===== src/core/stc_regs.vh =====
`ifndef STC_REGS_VH
`define STC_REGS_VH

// ----------------------------------------
// Register byte offsets
// ----------------------------------------
`define STC_CTRL_ADDR 8'h00
`define STC_COUNT_ADDR 8'h04
`define STC_PERIOD_ADDR 8'h08
`define STC_STATUS_ADDR 8'h0C

// ----------------------------------------
// Control register fields
// ----------------------------------------
`define STC_RUN_BIT 15
`define STC_SIDL_BIT 13
`define STC_GATE_BIT 6
`define STC_PS_HI_BIT 5
`define STC_PS_LO_BIT 4
`define STC_SYNC_BIT 2
`define STC_CS_BIT 1
// Writable control bits; all others read as zero
`define STC_CTRL_MASK 16'hA076

// ----------------------------------------
// Status register fields
// ----------------------------------------
`define STC_MATCH_BIT 0
`define STC_GATE_LVL_BIT 1
`define STC_PIN_LVL_BIT 2
`define STC_MODE_LO_BIT 3
`define STC_MODE_HI_BIT 4

// ----------------------------------------
// Reset values
// ----------------------------------------
`define STC_CTRL_RST 16'h0000
`define STC_COUNT_RST 16'h0000
`define STC_PERIOD_RST 16'hFFFF

// ----------------------------------------
// Prescaler terminal counts (ratio minus one)
// ----------------------------------------
`define STC_PS1_TOP 8'h00
`define STC_PS8_TOP 8'h07
`define STC_PS64_TOP 8'h3F
`define STC_PS256_TOP 8'hFF

`endif


===== src/core/stc_sync3.v =====
`timescale 1ns/100ps

// ----------------------------------------
// Three-stage pin synchroniser with agreement filter
// ----------------------------------------
module stc_sync3 (
   // Clock, enable and reset
   input wire clk,
   input wire ce,
   input wire rst_n,
   // Asynchronous input
   input wire din,
   // Filtered level and its rising edge
   output reg level_r,
   output reg rise_r
);

   reg s1_r;
   reg s2_r;
   reg s3_r;

   // First stage feeds the second stage only
   always @(posedge clk or negedge rst_n) begin
      if (!rst_n) begin
         s1_r <= 1'b0;
         s2_r <= 1'b0;
         s3_r <= 1'b0;
         level_r <= 1'b0;
         rise_r <= 1'b0;
      end else if (ce) begin
         s1_r <= din;
         s2_r <= s1_r;
         s3_r <= s2_r;
         rise_r <= 1'b0;
         // A change counts only once stages two and three agree
         if (s2_r == s3_r) begin
            level_r <= s3_r;
            rise_r <= s3_r & ~level_r;
         end
      end
   end

endmodule // stc_sync3


===== src/core/stc_timer.v =====
// Summary of operation
// - Sixteen-bit counter counts selected edges, wraps
// - Async counter mode counts synchronised pin edges, no alignment
// - Sync counter mode aligns after the prescaler
// - Timer and gated modes use internal clock
// - Counter modes use the external count pin
// - Control bit 1 selects the clock source
// - Control bit 2 selects external clock sync
// - Control bit 6 enables gated accumulation
// - Mode decoded from source, gate, sync bits
`timescale 1ns/100ps
`include "stc_regs.vh"

module stc_timer #(
   parameter ADR_W = 8
) (
   // Clock, enable and reset
   input wire clk,
   input wire ce,
   input wire resetn,
   // Wishbone classic slave
   input wire wb_cyc_i,
   input wire wb_stb_i,
   input wire wb_we_i,
   input wire [ADR_W-1:0] wb_adr_i,
   input wire [3:0] wb_sel_i,
   input wire [31:0] wb_dat_i,
   output reg [31:0] wb_dat_o,
   output reg wb_ack_o,
   // External count clock and gate pin
   input wire ext_count_clock_pin,
   // CPU idle indication
   input wire cpu_idle,
   // Timer state
   output reg [15:0] count_r,
   output reg period_match_r
);

   // ----------------------------------------
   // Mode codes
   // ----------------------------------------
   localparam MODE_TIMER = 2'b00;
   localparam MODE_GATED = 2'b01;
   localparam MODE_SYNC = 2'b10;
   localparam MODE_ASYNC = 2'b11;

   // ----------------------------------------
   // Reset release
   // ----------------------------------------
   reg rst_s1_r;
   reg rst_n_r;

   // Assertion is immediate, release waits two edges
   always @(posedge clk or negedge resetn) begin
      if (!resetn) begin
         rst_s1_r <= 1'b0;
         rst_n_r <= 1'b0;
      end else begin
         rst_s1_r <= 1'b1;
         rst_n_r <= rst_s1_r;
      end
   end

   // ----------------------------------------
   // Pin synchroniser
   // ----------------------------------------
   wire pin_level;
   wire pin_rise;

   stc_sync3 u_pin_sync (
      .clk(clk),
      .ce(ce),
      .rst_n(rst_n_r),
      .din(ext_count_clock_pin),
      .level_r(pin_level),
      .rise_r(pin_rise)
   );

   // ----------------------------------------
   // Registers
   // ----------------------------------------
   reg [15:0] timer_control_reg_r;
   reg [15:0] period_r;
   reg match_flag_r;
   reg [7:0] pre_cnt_r;
   reg pre_tick_q_r;

   wire timer_on_enable = timer_control_reg_r[`STC_RUN_BIT];
   wire stop_in_idle = timer_control_reg_r[`STC_SIDL_BIT];
   wire clock_source_select = timer_control_reg_r[`STC_CS_BIT];
   wire ext_clock_sync_enable = timer_control_reg_r[`STC_SYNC_BIT];
   wire gated_accumulate_enable = timer_control_reg_r[`STC_GATE_BIT];
   wire [1:0] ps_sel = timer_control_reg_r[`STC_PS_HI_BIT:`STC_PS_LO_BIT];

   // ----------------------------------------
   // Mode decode
   // ----------------------------------------
   reg [1:0] mode;

   // Sync is ignored in timer modes, gate in counter modes
   always @* begin
      case ({clock_source_select, gated_accumulate_enable, ext_clock_sync_enable})
         3'b000, 3'b001: mode = MODE_TIMER;
         3'b010, 3'b011: mode = MODE_GATED;
         3'b101, 3'b111: mode = MODE_SYNC;
         3'b100, 3'b110: mode = MODE_ASYNC;
         default: mode = MODE_TIMER;
      endcase
   end

   // ----------------------------------------
   // Bus decode
   // ----------------------------------------
   wire bus_req = wb_cyc_i & wb_stb_i;
   wire bus_wr = bus_req & wb_we_i & wb_ack_o;
   wire [7:0] adr8 = wb_adr_i[7:0];
   wire wr_ctrl = bus_wr & (adr8 == `STC_CTRL_ADDR);
   wire wr_count = bus_wr & (adr8 == `STC_COUNT_ADDR);
   wire wr_period = bus_wr & (adr8 == `STC_PERIOD_ADDR);
   wire wr_status = bus_wr & (adr8 == `STC_STATUS_ADDR);

   // Byte-lane merge for 16-bit registers
   function [15:0] lane_merge;
      input [15:0] old_val;
      input [15:0] new_val;
      input [1:0] sel;
      begin
         lane_merge[7:0] = sel[0] ? new_val[7:0] : old_val[7:0];
         lane_merge[15:8] = sel[1] ? new_val[15:8] : old_val[15:8];
      end
   endfunction

   // ----------------------------------------
   // Clock source and prescaler
   // ----------------------------------------
   wire running = timer_on_enable & ~(stop_in_idle & cpu_idle);
   reg src_tick;
   reg [7:0] ps_top;

   always @* begin
      case (mode)
         MODE_TIMER: src_tick = 1'b1;
         MODE_GATED: src_tick = pin_level;
         MODE_SYNC: src_tick = pin_rise;
         MODE_ASYNC: src_tick = pin_rise;
         default: src_tick = 1'b0;
      endcase
   end

   always @* begin
      case (ps_sel)
         2'b00: ps_top = `STC_PS1_TOP;
         2'b01: ps_top = `STC_PS8_TOP;
         2'b10: ps_top = `STC_PS64_TOP;
         2'b11: ps_top = `STC_PS256_TOP;
         default: ps_top = `STC_PS1_TOP;
      endcase
   end

   wire pre_tick = running & src_tick & (pre_cnt_r == ps_top);

   reg [7:0] pre_cnt_nxt;

   // Prescaler restarts on any control or count write so a new
   // setting never inherits a partial division
   always @* begin
      pre_cnt_nxt = pre_cnt_r;
      if (wr_ctrl | wr_count | ~running) begin
         pre_cnt_nxt = 8'h00;
      end else if (src_tick) begin
         if (pre_cnt_r == ps_top) begin
            pre_cnt_nxt = 8'h00;
         end else begin
            pre_cnt_nxt = pre_cnt_r + 8'h01;
         end
      end
   end

   always @(posedge clk or negedge rst_n_r) begin
      if (!rst_n_r) begin
         pre_cnt_r <= 8'h00;
         pre_tick_q_r <= 1'b0;
      end else if (ce) begin
         pre_cnt_r <= pre_cnt_nxt;
         // Alignment stage applied after the prescaler
         pre_tick_q_r <= pre_tick & running & ~wr_ctrl;
      end
   end

   // ----------------------------------------
   // Increment selection
   // ----------------------------------------
   reg inc;

   // With a single clock the async mode cannot bypass sampling; it
   // only skips the alignment stage, so it answers one cycle earlier

   always @* begin
      case (mode)
         MODE_SYNC: inc = pre_tick_q_r & running;
         MODE_ASYNC: inc = pre_tick;
         default: inc = pre_tick;
      endcase
   end

   wire hit = inc & (count_r == period_r);

   // ----------------------------------------
   // Counter
   // ----------------------------------------
   reg [15:0] count_nxt;

   // A bus write to the count wins over an increment in the same cycle
   always @* begin
      count_nxt = count_r;
      if (wr_count) begin
         count_nxt = lane_merge(count_r, wb_dat_i[15:0], wb_sel_i[1:0]);
      end else if (hit) begin
         count_nxt = 16'h0000;
      end else if (inc) begin
         count_nxt = count_r + 16'h0001;
      end
   end

   always @(posedge clk or negedge rst_n_r) begin
      if (!rst_n_r) begin
         count_r <= `STC_COUNT_RST;
         period_match_r <= 1'b0;
      end else if (ce) begin
         period_match_r <= hit;
         count_r <= count_nxt;
      end
   end

   // ----------------------------------------
   // Control, period and status registers
   // ----------------------------------------
   reg [15:0] ctrl_nxt;
   reg [15:0] period_nxt;
   reg match_flag_nxt;

   // New match wins over a write-one clear
   always @* begin
      ctrl_nxt = timer_control_reg_r;
      period_nxt = period_r;
      match_flag_nxt = match_flag_r;
      if (wr_ctrl) begin
         ctrl_nxt = lane_merge(timer_control_reg_r, wb_dat_i[15:0], wb_sel_i[1:0])
            & `STC_CTRL_MASK;
      end
      if (wr_period) begin
         period_nxt = lane_merge(period_r, wb_dat_i[15:0], wb_sel_i[1:0]);
      end
      if (hit) begin
         match_flag_nxt = 1'b1;
      end else if (wr_status & wb_sel_i[0] & wb_dat_i[`STC_MATCH_BIT]) begin
         match_flag_nxt = 1'b0;
      end
   end

   always @(posedge clk or negedge rst_n_r) begin
      if (!rst_n_r) begin
         timer_control_reg_r <= `STC_CTRL_RST;
         period_r <= `STC_PERIOD_RST;
         match_flag_r <= 1'b0;
      end else if (ce) begin
         timer_control_reg_r <= ctrl_nxt;
         period_r <= period_nxt;
         match_flag_r <= match_flag_nxt;
      end
   end

   // ----------------------------------------
   // Read mux
   // ----------------------------------------
   reg [31:0] rd_data;

   always @* begin
      rd_data = 32'h0000_0000;
      case (adr8)
         `STC_CTRL_ADDR: rd_data[15:0] = timer_control_reg_r;
         `STC_COUNT_ADDR: rd_data[15:0] = count_r;
         `STC_PERIOD_ADDR: rd_data[15:0] = period_r;
         `STC_STATUS_ADDR: begin
            rd_data[`STC_MATCH_BIT] = match_flag_r;
            rd_data[`STC_GATE_LVL_BIT] = pin_level & gated_accumulate_enable;
            rd_data[`STC_PIN_LVL_BIT] = pin_level;
            rd_data[`STC_MODE_HI_BIT:`STC_MODE_LO_BIT] = mode;
         end
         default: rd_data = 32'h0000_0000;
      endcase
   end

   // ----------------------------------------
   // Bus handshake
   // ----------------------------------------
   // One wait state; ack drops the cycle after it is given, so a
   // held request is never acknowledged in two consecutive cycles
   always @(posedge clk or negedge rst_n_r) begin
      if (!rst_n_r) begin
         wb_ack_o <= 1'b0;
         wb_dat_o <= 32'h0000_0000;
      end else if (ce) begin
         wb_ack_o <= bus_req & ~wb_ack_o;
         if (bus_req & ~wb_ack_o & ~wb_we_i) begin
            wb_dat_o <= rd_data;
         end
      end
   end

endmodule // stc_timer


===== config.mk =====
export PLATFORM = sky130hd
export DESIGN_NAME = stc_timer
export DESIGN_NICKNAME = d
export VERILOG_FILES = /design/src/core/stc_sync3.v /design/src/core/stc_timer.v
export VERILOG_INCLUDE_DIRS = /design/src /design/src/core
export SDC_FILE = /design/constraint.sdc
export NUM_CORES = 1
export LEC_CHECK = 0
export BUFFER_PORTS_ARGS = -buffer_cell sky130_fd_sc_hd__buf_2
export CAP_MARGIN = 5
export CORE_ASPECT_RATIO = 0.7
export CORE_UTILIZATION = 45
export CTS_CLUSTER_DIAMETER = 60
export DETAILED_ROUTE_END_ITERATION = 7
export PLACE_DENSITY = 0.7
export SLEW_MARGIN = 20
export SYNTH_ARGS = -nofsm -noshare
export SYNTH_HDL_FRONTEND = slang
export SYNTH_SLANG_ARGS = --single-unit

===== constraint.sdc =====
create_clock -name clk -period 3.1 [get_ports clk]
set_input_delay 0.62 -clock clk [delete_from_list [all_inputs] [get_ports clk]]
set_output_delay 0.62 -clock clk [all_outputs]
set_load 0.01 [all_outputs]

### Word level (Yosys, flattened, before mapping)

Memory sizes are Yosys's and may differ from the RTL's.
Cells that the tools add are included.
W data, S select, Z words.

* memories: 1
* ROM bits: 16
* bits in registers: 74

Memory list
* (name not given): depth 8, bits a word 2, read ports 1, clocked after memory_dff 0, wr ports 0, line stc_timer.v:102 `case ({clock_source_select, gated_accumulate_enable, ext_clock_sync_enable})`

* muxes and demuxes: 16
* reduce and logical (&&, ||, !) cells: 17
* add/subtract/negate cells: 2
* equal/unequal tests: 14
* bitwise logic cells: 29

Operators by type and width (number)
* $mux W16: 3
* $mux W8: 5
* $pmux W11 S3: 1
* $pmux W8 S4: 1
* $and A1 B1 Y1: 21
* $pmux W5 S4: 1
* $reduce_and A3 Y1: 6
* $add A16 B1 Y16 const B: 1
* $eq A16 B16 Y1: 1
* $eq A8 B4 Y1 const B: 2
* $add A8 B1 Y8 const B: 1
* $eq A2 B2 Y1 const B: 4
* $eq A8 B3 Y1 const B: 1
* $eq A8 B8 Y1: 1
* $logic_not A8 Y1: 1
* $reduce_and A2 Y1: 4
* $not A1 Y1: 6
* $eq A2 B1 Y1 const B: 2
* $logic_not A2 Y1: 2
* $mux W1: 4
* $ne A2 B2 Y1 const B: 2
* $reduce_bool A2 Y1: 2
* $pmux W1 S3: 1
* $reduce_bool A3 Y1: 1
* 3 further kinds: 4

### Logic depth before layout (Yosys ltp)

Gate-level depths: netlist of the first run.
An unclocked memory read counts as a cell.

* depth in word-level cells: 10
* gate-level depth with buffers: 9
* depth with buffers taken out: 7

### Hierarchy

From an unflattened synthesis of the first run, not the netlist that was laid out.

* cell total of the unflattened synthesis: 423
* area, all modules: 4202.8 µm²

By module, submodules not included
* stc_timer: cells each 406, times used 1, area an instance 3986.3 µm²
* stc_sync3: cells each 17, times used 1, area an instance 216.5 µm²

### Worst setup path before layout of the first run

No wires, ideal clock.

* path type: input-to-reg
* from: in wb_adr_i[5]
* to: reg timer_control_reg_r[1]
* data arrival time: 2.044 ns
* required time: 2.975 ns
* stages on the path: 6
* setup slack: 0.931 ns
* cells stage by stage: nor4_2 > nand2_2 > nor3_4 > and3_1 > clkbuf_1 > mux2_2

* word-level cells in the longest chain between the ends: 3

Ends and longest elaborated chain
* from (decl): line stc_timer.v:25 `input wire [ADR_W-1:0] wb_adr_i,`
* $logic_not A8 Y1
* $and A1 B1 Y1: line stc_timer.v:117 `` wire wr_ctrl = bus_wr & (adr8 == `STC_CTRL_ADDR); ``
* $reduce_and A3 Y1 (no line)
* to (signal assigned): line stc_timer.v:263 `` timer_control_reg_r <= `STC_CTRL_RST; ``
* to (signal assigned): line stc_timer.v:267 `timer_control_reg_r <= ctrl_nxt;`
* to (decl): line stc_timer.v:82 `reg [15:0] timer_control_reg_r;`

No other way between the ends.
A chain may end at the register's enable or synchronous reset.

### Worst setup path in the final report of the first run

* from: reg count_r[11]
* to: reg count_r[9]

* word-level cells in the longest chain between the ends: 4
* elaborated cells between the ends (all ways): 6

Ends and longest elaborated chain
* from (decl): line stc_timer.v:35 `output reg [15:0] count_r,`
* from (signal assigned): line stc_timer.v:227 `` count_r <= `STC_COUNT_RST; ``
* from (signal assigned): line stc_timer.v:231 `count_r <= count_nxt;`
* $eq A16 B16 Y1 *: line stc_timer.v:206 `wire hit = inc & (count_r == period_r);`
* $and A1 B1 Y1 *: line stc_timer.v:206
* $reduce_bool A3 Y1 (no line) / $mux W16 (equally long branches)
* $reduce_and A3 Y1 (no line) / $mux W16 (equally long branches)

Mark *: on every way between the ends. The rest lies on a longest branch, timed or not.

==> summary.md, run 1 <==
| Metric | Value |
|---|---|
| Clk slew on worst S/H paths | 60 ps |
| Relative slew slack | 0.382 |
| Startpoint types | flip-flop |
| Commonest cells after routing, fill and taps aside | 67 x buf_2, 57 x dfrtp_1, 46 x nand2_1 |
| Setup-failing EPs final | 0 |
| Endpoints failing hold | 0 |
| Maximum clock rate | 396 MHz |
| Num rows | 29 |
| Share of cells above drive strength 1 | 0.306 |
| ANT cells | 0 |
| Pwr/cell area | 447 nW/um^2 |
| Cells after Synth | 435 |
| FF-to-FF path depth | 7 |
| Htree depth | 3 |
| RR Endpoint | count_r[9]$_DFFE_PN0P_ |
| Worst r2r src | count_r[11]$_DFFE_PN0P_ |
| Synth Flop Type | dfrtp_1 |
| Yosys reg bits | between 70 and 80 |
| Setup TNS | 0 ps |
| Critical Path AT | 2690 ps |
| WL final | 11500 um |
| Vias in the first global route | around 3500 |
| HP Class | in2async |
| Peak ir drop on the vdd network | 0.312 mV |
| Area Growth Syn to Fin | 15.4% |
| Netlist cell types | between 60 and 70 |
| Top cell type's share of synthesized area | 0.340 |
| DP Wirelength | 8360 um |
| Wire per inst | 18.4 um |
| Clock latency on the worst-skew pair | about 340 ps |
| Core area | 9140 um^2 |
| Placer congestion estimate | 0.904 |
| Die area | 9880 um^2 |
| CTS buffer count | 9 |
| Commonest non-fill, non-tap cell in the layout | buf_2 |
| WHS | ~57 ps |
| Initial core utilization | 0.466 |
| Post-CTS Hold Fix Bufs | 0 |
| CTS Buffer Depth | 2 |
| Post-synthesis sequential area ratio | 0.439 |
| Most numerous cell on the critical path | nand2_1 |
| Data required time of the worst path | roughly 3300 ps |
| Clock Skews | 8.46 ps |
| Worst-path cell chain | xor2_1 -> nor4_1 -> nand4_1 -> nand2_1 -> nand2_1 -> a22oi_1 -> o21ai_0 |
| Final Max Tran Viols | 0 |
| Critical path class | reg2reg |
| Largest net degree at the start of global routing | 73 |
| Tmin final | 2530 ps |
| R2R Setup Slk | 570 ps |
| Root Buffer Master | clkbuf_16 |
| Final period util | 0.815 |
| Drt via density | 5.87 |
| Post-synth EDFFs | 0 |
| RSZ-0062 raised after global routing | no |
| Pre-antenna DRT Iters | 5 |
| Max-Cap Viols | 0 |
| Dominant cells by area after synthesis | dfrtp_1 34%, dfstp_2 9.9%, mux2_2 7.1% |
| Status | finished, final reports clean |
| Vias | 3663 |
| CTS tree | done |
| Total grt overflow | 0 |
| Critical Path Sink Type | flip-flop |
| Average size of a mapped cell | 9.80 um^2 |
| Worst-Margin Slew | 924 ps |
| DRC violations left | 0 |
| Mapped Area | 4260 um^2 |
| WP buf/inv | 0 |
| Post-cts gate resize count | 0 |
| Critical Path Slowest Stage Cell | nor4_1 |
| Leak pwr | 2.30 nW |
| # clock sinks | 74 |
| CP startpoint | count_r[11]$_DFFE_PN0P_ |
| DRT iter0 DRCs | 273 |
| CP max stage delay | ~540 ps |
| Port bufs | 67 |
| Syn. warnings | 0 |
| Final nets | approximately 550 |
| Ys async rst share | 1.00 |
| Chip Height | 83.4 um |
| Setup Fix Bufs, Post-CTS | 0 |
| CP Max Fanout | 11 |
| GRT Total Usage | 0.249 |
| # IOs | roughly 100 |
| Top Family by Delay on Critical Path | simple AND/OR/NAND/NOR gates |
| Die W | between 100 and 150 um |
| Initial antenna violation count | 0 |
| First-pass GRT wire length | 18900 um |
| Number of antenna-violating nets in the routed design | 0 |
| Area leader, netlist | dfrtp_1 |
==> cell usage after synthesis (3+ instances only) <==
cell type  count
o31ai_1        8
inv_1         12
mux2_2        27
buf_4         17
a22o_1         6
nor2_1        21
a22oi_1       12
a21oi_1       13
a32oi_1        5
nor4_1         5
and3_1         8
nand2_1       46
nor3_1         4
nand4_1        6
dfrtp_1       58
or3_1          4
nand2b_1       3
o211ai_1       7
o21ai_0       35
nand3_1       17
dfstp_2       16
clkbuf_1      14
buf_2          8
nor2b_1        3
and4_1         3
xor2_1        16
mux2i_1        5
mux4_2         3
a2bb2oi_1      4
and2_1         7
==> registers in the layout, indices dropped and copies added, names as in the netlist <==
register / count
count_r: 16
period_r: 16
wb_dat_o: 16
pre_cnt_r: 8
timer_control_reg_r: 7
match_flag_r: 1
period_match_r: 1
pre_tick_q_r: 1
rst_n_r: 1
rst_s1_r: 1
u_pin_sync.level_r: 1
u_pin_sync.rise_r: 1
u_pin_sync.s1_r: 1
u_pin_sync.s2_r: 1
u_pin_sync.s3_r: 1
wb_ack_o: 1
==> metal layers <==
layer  GRT usage  part of all wire
met1       0.364              0.47
met2       0.357              0.43
met3      0.0652             0.087
met4      0.0793             0.015
met5           0                 0
==> logic make-up after synthesis <==
group	after synthesis	synth area share
AO/OA/AOI/OAI	109	0.175
XOR/XNOR	16	0.0329
adder cells (fa/ha/maj)	2	0.00587
buffers and inverters	52	0.0631
flip-flops	74	0.439
multiplexers	36	0.104
other	2	0.00176
AND/OR/NAND/NOR	144	0.178
==> how the worst max path moves through the flow <==
stage | endpoint | slack, ps | cells past startpoint
3_3_place_gp | pre_cnt_r[4]$_DFFE_PN0P_ | 440 | 8
5_1_grt | count_r[9]$_DFFE_PN0P_ | 350 | 7
2_1_floorplan | count_r[0]$_DFFE_PN0P_ | 910 | 0
6_report | count_r[9]$_DFFE_PN0P_ | 570 | 7
4_1_cts | count_r[9]$_DFFE_PN0P_ | 700 | 7
3_5_place_dp | count_r[9]$_DFFE_PN0P_ | 400 | 6
==> cell type report <==
type / instances / area (um^2)
Tap cell: 124 / 155
Clock inverter: 6 / 41.3
Timing Repair Buffer: 74 / 388
Fill cell: 849 / 4220
Clock buffer: 10 / 239
Inverter: 12 / 45.0
Sequential cell: 74 / 1870
Multi-Input combinational cell: 324 / 2180
==> through the flow <==
stage	setup slack, ps	std cells	cell area (um^2)	power (W)	utilization
2_1_floorplan	915	450	4320	0.00118	-
5_1_grt	349	624	4920	0.00229	0.538
6_report	572	624	4920	0.00220	0.538
4_1_cts	695	624	4920	0.00222	0.538
3_3_place_gp	439	608	4640	0.00124	0.508
3_5_place_dp	399	608	4640	0.00125	0.508
==> power breakdown <==
part	switching (W)	internal [W]
logic	0.000119	0.0000747
clock network	0.000404	0.000562
registers	0.0000438	0.000996
Power figures use the tool's default switching activity.
==> run 2, diff against run 1 <==
==> constraint.sdc (replaced) <==
create_clock -name clk -period 2.4 [get_ports clk]
set_input_delay 0.48 -clock clk [delete_from_list [all_inputs] [get_ports clk]]
set_output_delay 0.48 -clock clk [all_outputs]
set_load 0.01 [all_outputs]
==> run 2 against run 1 <==
Compared with the run above: register-to-register slack worse by 400 ps; worst hold slack better by 240 ps; global-route usage down 0.34 points; via count up 1.7%; core utilization up 2.4 points; power up 29%; worst setup slack worse by 400 ps; sequential share of layout area down 1.6 points; critical path depth unchanged.
==> summary.md, run 2 (synthesis gave the netlist of run 1 again) <==
| Metric | Value |
|---|---|
| DP Wirelength | 8620 um (+3.1%) |
| Clk slew on worst S/H paths | 60 ps (about the same) |
| Total placed cells including tap cells | 631 (+3.8%) |
| Wire per inst | 17.7 um (-3.6%) |
| FF-to-FF path depth | 7 (unchanged) |
| HP Class | reg2async |
| # IOs | 102 (unchanged) |
| Placer congestion estimate | 0.949 (+5.0%) |
| RR Endpoint | count_r[6]$_DFFE_PN0P_ |
| Chip Height | 83.4 um (unchanged) |
| DRT iter0 DRCs | 285 (+4.4%) |
| Area Growth Syn to Fin | 20.6% |
| ANT cells | 0 (unchanged) |
| Drt via density | 5.76 (-1.9%) |
| WL final | 11500 um (about the same) |
| Status | finished, final reports clean |
| Commonest non-fill, non-tap cell in the layout | buf_2 |
| Critical Path Slowest Stage Cell | dfrtp_1 |
| Critical Path AT | 2450 ps (-240 ps) |
| Worst-Margin Slew | 651 ps (-273 ps) |
| Maximum clock rate | 448 MHz (+13%) |
| CTS Buffer Depth | 2 (unchanged) |
| Clock Skews | 3.01 ps (-5.45 ps) |
| DRC violations left | 0 (unchanged) |
| Vias | 3727 (+1.7%) |
| Pre-antenna DRT Iters | 5 (unchanged) |
| Setup-failing EPs final | 0 (unchanged) |
| Data required time of the worst path | 2620 ps (-640 ps) |
| # clock sinks | 74 (unchanged) |
| Worst-path cell chain | nor3_1 -> mux2i_4 -> a211oi_2 -> a21o_2 -> o211a_2 -> o31ai_1 -> a22o_1 |
| R2R Setup Slk | 170 ps (-400 ps) |
| Die area | 9880 um^2 (unchanged) |
| Tmin final | 2230 ps (-297 ps) |
| Vias in the first global route | 3496 (+0.98%) |
| Leak pwr | 2.44 nW (+5.8%) |
| Endpoints failing hold | 0 (unchanged) |
| Initial antenna violation count | 0 (unchanged) |
| Startpoint types | flip-flop |
| Max-Cap Viols | 0 (unchanged) |
| Htree depth | 3 (unchanged) |
| Port bufs | 67 (unchanged) |
| Share of cells above drive strength 1 | 0.337 (+0.0305) |
| Die W | 118 um (unchanged) |
| Clock latency on the worst-skew pair | 330 ps (about the same) |
| Relative slew slack | 0.566 (+0.185) |
| Worst r2r src | pre_cnt_r[0]$_DFFE_PN0P_ |
| RSZ-0062 raised after global routing | no |
| Critical Path Sink Type | flip-flop |
| Peak ir drop on the vdd network | 0.310 mV (-0.43%) |
| Pwr/cell area | 554 nW/um^2 (+24%) |
| Num rows | 29 (unchanged) |
| Commonest cells after routing, fill and taps aside | 67 x buf_2, 57 x dfrtp_1, 45 x nand2_1 |
| CTS buffer count | 9 (unchanged) |
| Initial core utilization | 0.466 (unchanged) |
| Number of antenna-violating nets in the routed design | 0 (unchanged) |
| Top Registers | count_r (16), period_r (16), wb_dat_o (16) |
| CP max stage delay | 420 ps (-120 ps) |
| CTS tree | done |
| Final Max Tran Viols | 0 (unchanged) |
| Root Buffer Master | clkbuf_16 |
| Setup TNS | 0 ps (unchanged) |
| Final nets | 573 (+4.4%) |
| Final period util | 0.929 (+0.114) |
| First-pass GRT wire length | 18600 um (-1.6%) |
| CP Max Fanout | 7 (-4) |
| GRT Total Usage | 0.246 (-0.00344) |
| Critical path class | reg2reg |
| Non-filler instance count after layout | 647 (+3.7%) |
| Total grt overflow | 0 (unchanged) |
| Largest net degree at the start of global routing | 47 (-36%) |
| Core area | 9140 um^2 (unchanged) |
[run 2: worst max-delay path by stage]
| stage | slack (ps) | end | cells after the start | start |
|---|---|---|---|---|
| 6_report | 170 | count_r[6]$_DFFE_PN0P_ | 7 | pre_cnt_r[0]$_DFFE_PN0P_ |
| 2_1_floorplan | 210 | count_r[0]$_DFFE_PN0P_ | 0 | rst_n_r$_DFF_PN0_ |
| 4_1_cts | 90 | count_r[7]$_DFFE_PN0P_ | 7 | period_r[1]$_DFFE_PN1P_ |
| 3_3_place_gp | 80 | timer_control_reg_r[2]$_DFFE_PN0P_ | 6 | wb_adr_i[5] |
| 5_1_grt | 70 | count_r[1]$_DFFE_PN0P_ | 7 | pre_cnt_r[0]$_DFFE_PN0P_ |
| 3_5_place_dp | 30 | timer_control_reg_r[4]$_DFFE_PN0P_ | 6 | wb_adr_i[5] |
[run 2: final cells by class]
cell class | count | area (um^2)
Clock buffer | 12 | 256
Multi-Input combinational cell | 324 | 2190
Timing Repair Buffer | 98 | 608
Sequential cell | 74 | 1870
Fill cell | 815 | 4000
Inverter | 12 | 45.0
Tap cell | 124 | 155
Clock inverter | 3 | 15.0
[run 2: metal layers]
layer / wire, um / global-route usage / vias up
met5: 0 / 0 / -
met4: 150 / 0.0804 / 0
met3: 920 / 0.0501 / 13
met2: 4970 / 0.352 / 170
met1: 5420 / 0.368 / 1828
li1: - / - / 1716
[run 2: worst max-delay path, delay by kind of cell, from the launching register on]
| family | cells | cell delay (ps) |
|---|---|---|
| mux | 1 | 120 |
| compound gates | 5 | 1260 |
| flops | 1 | 420 |
| simple gates | 1 | 320 |
[run 2: timing repair]
action	CTS	global route
hold endpoints to repair	2	0
gates resized for setup	0	2
setup endpoints to repair	0	10
hold buffers	1	0
buffers inserted	0	0
[run 2: through the flow]
stage	power [W]	hold slack (ps)	cell area (um^2)	setup WS (ps)	util
final	0.00285	302	5140	169	0.562
after floorplan	0.00152	184	4320	215	-
after CTS	0.00288	328	5130	93.3	0.561
after global placement	0.00163	267	4850	83.1	0.531
after detailed placement	0.00164	266	4850	26.5	0.531
after global routing	0.00296	365	5140	66.2	0.562
[run 2: power breakdown]
part	leakage [nW]	switching [W]	internal [W]	total [W]
Sequential	0.929	0.0000416	0.00129	0.00133
Combinational	1.37	0.000174	0.000122	0.000296
Clock	0.138	0.000479	0.000744	0.00122
Total	2.44	0.000694	0.00215	0.00285
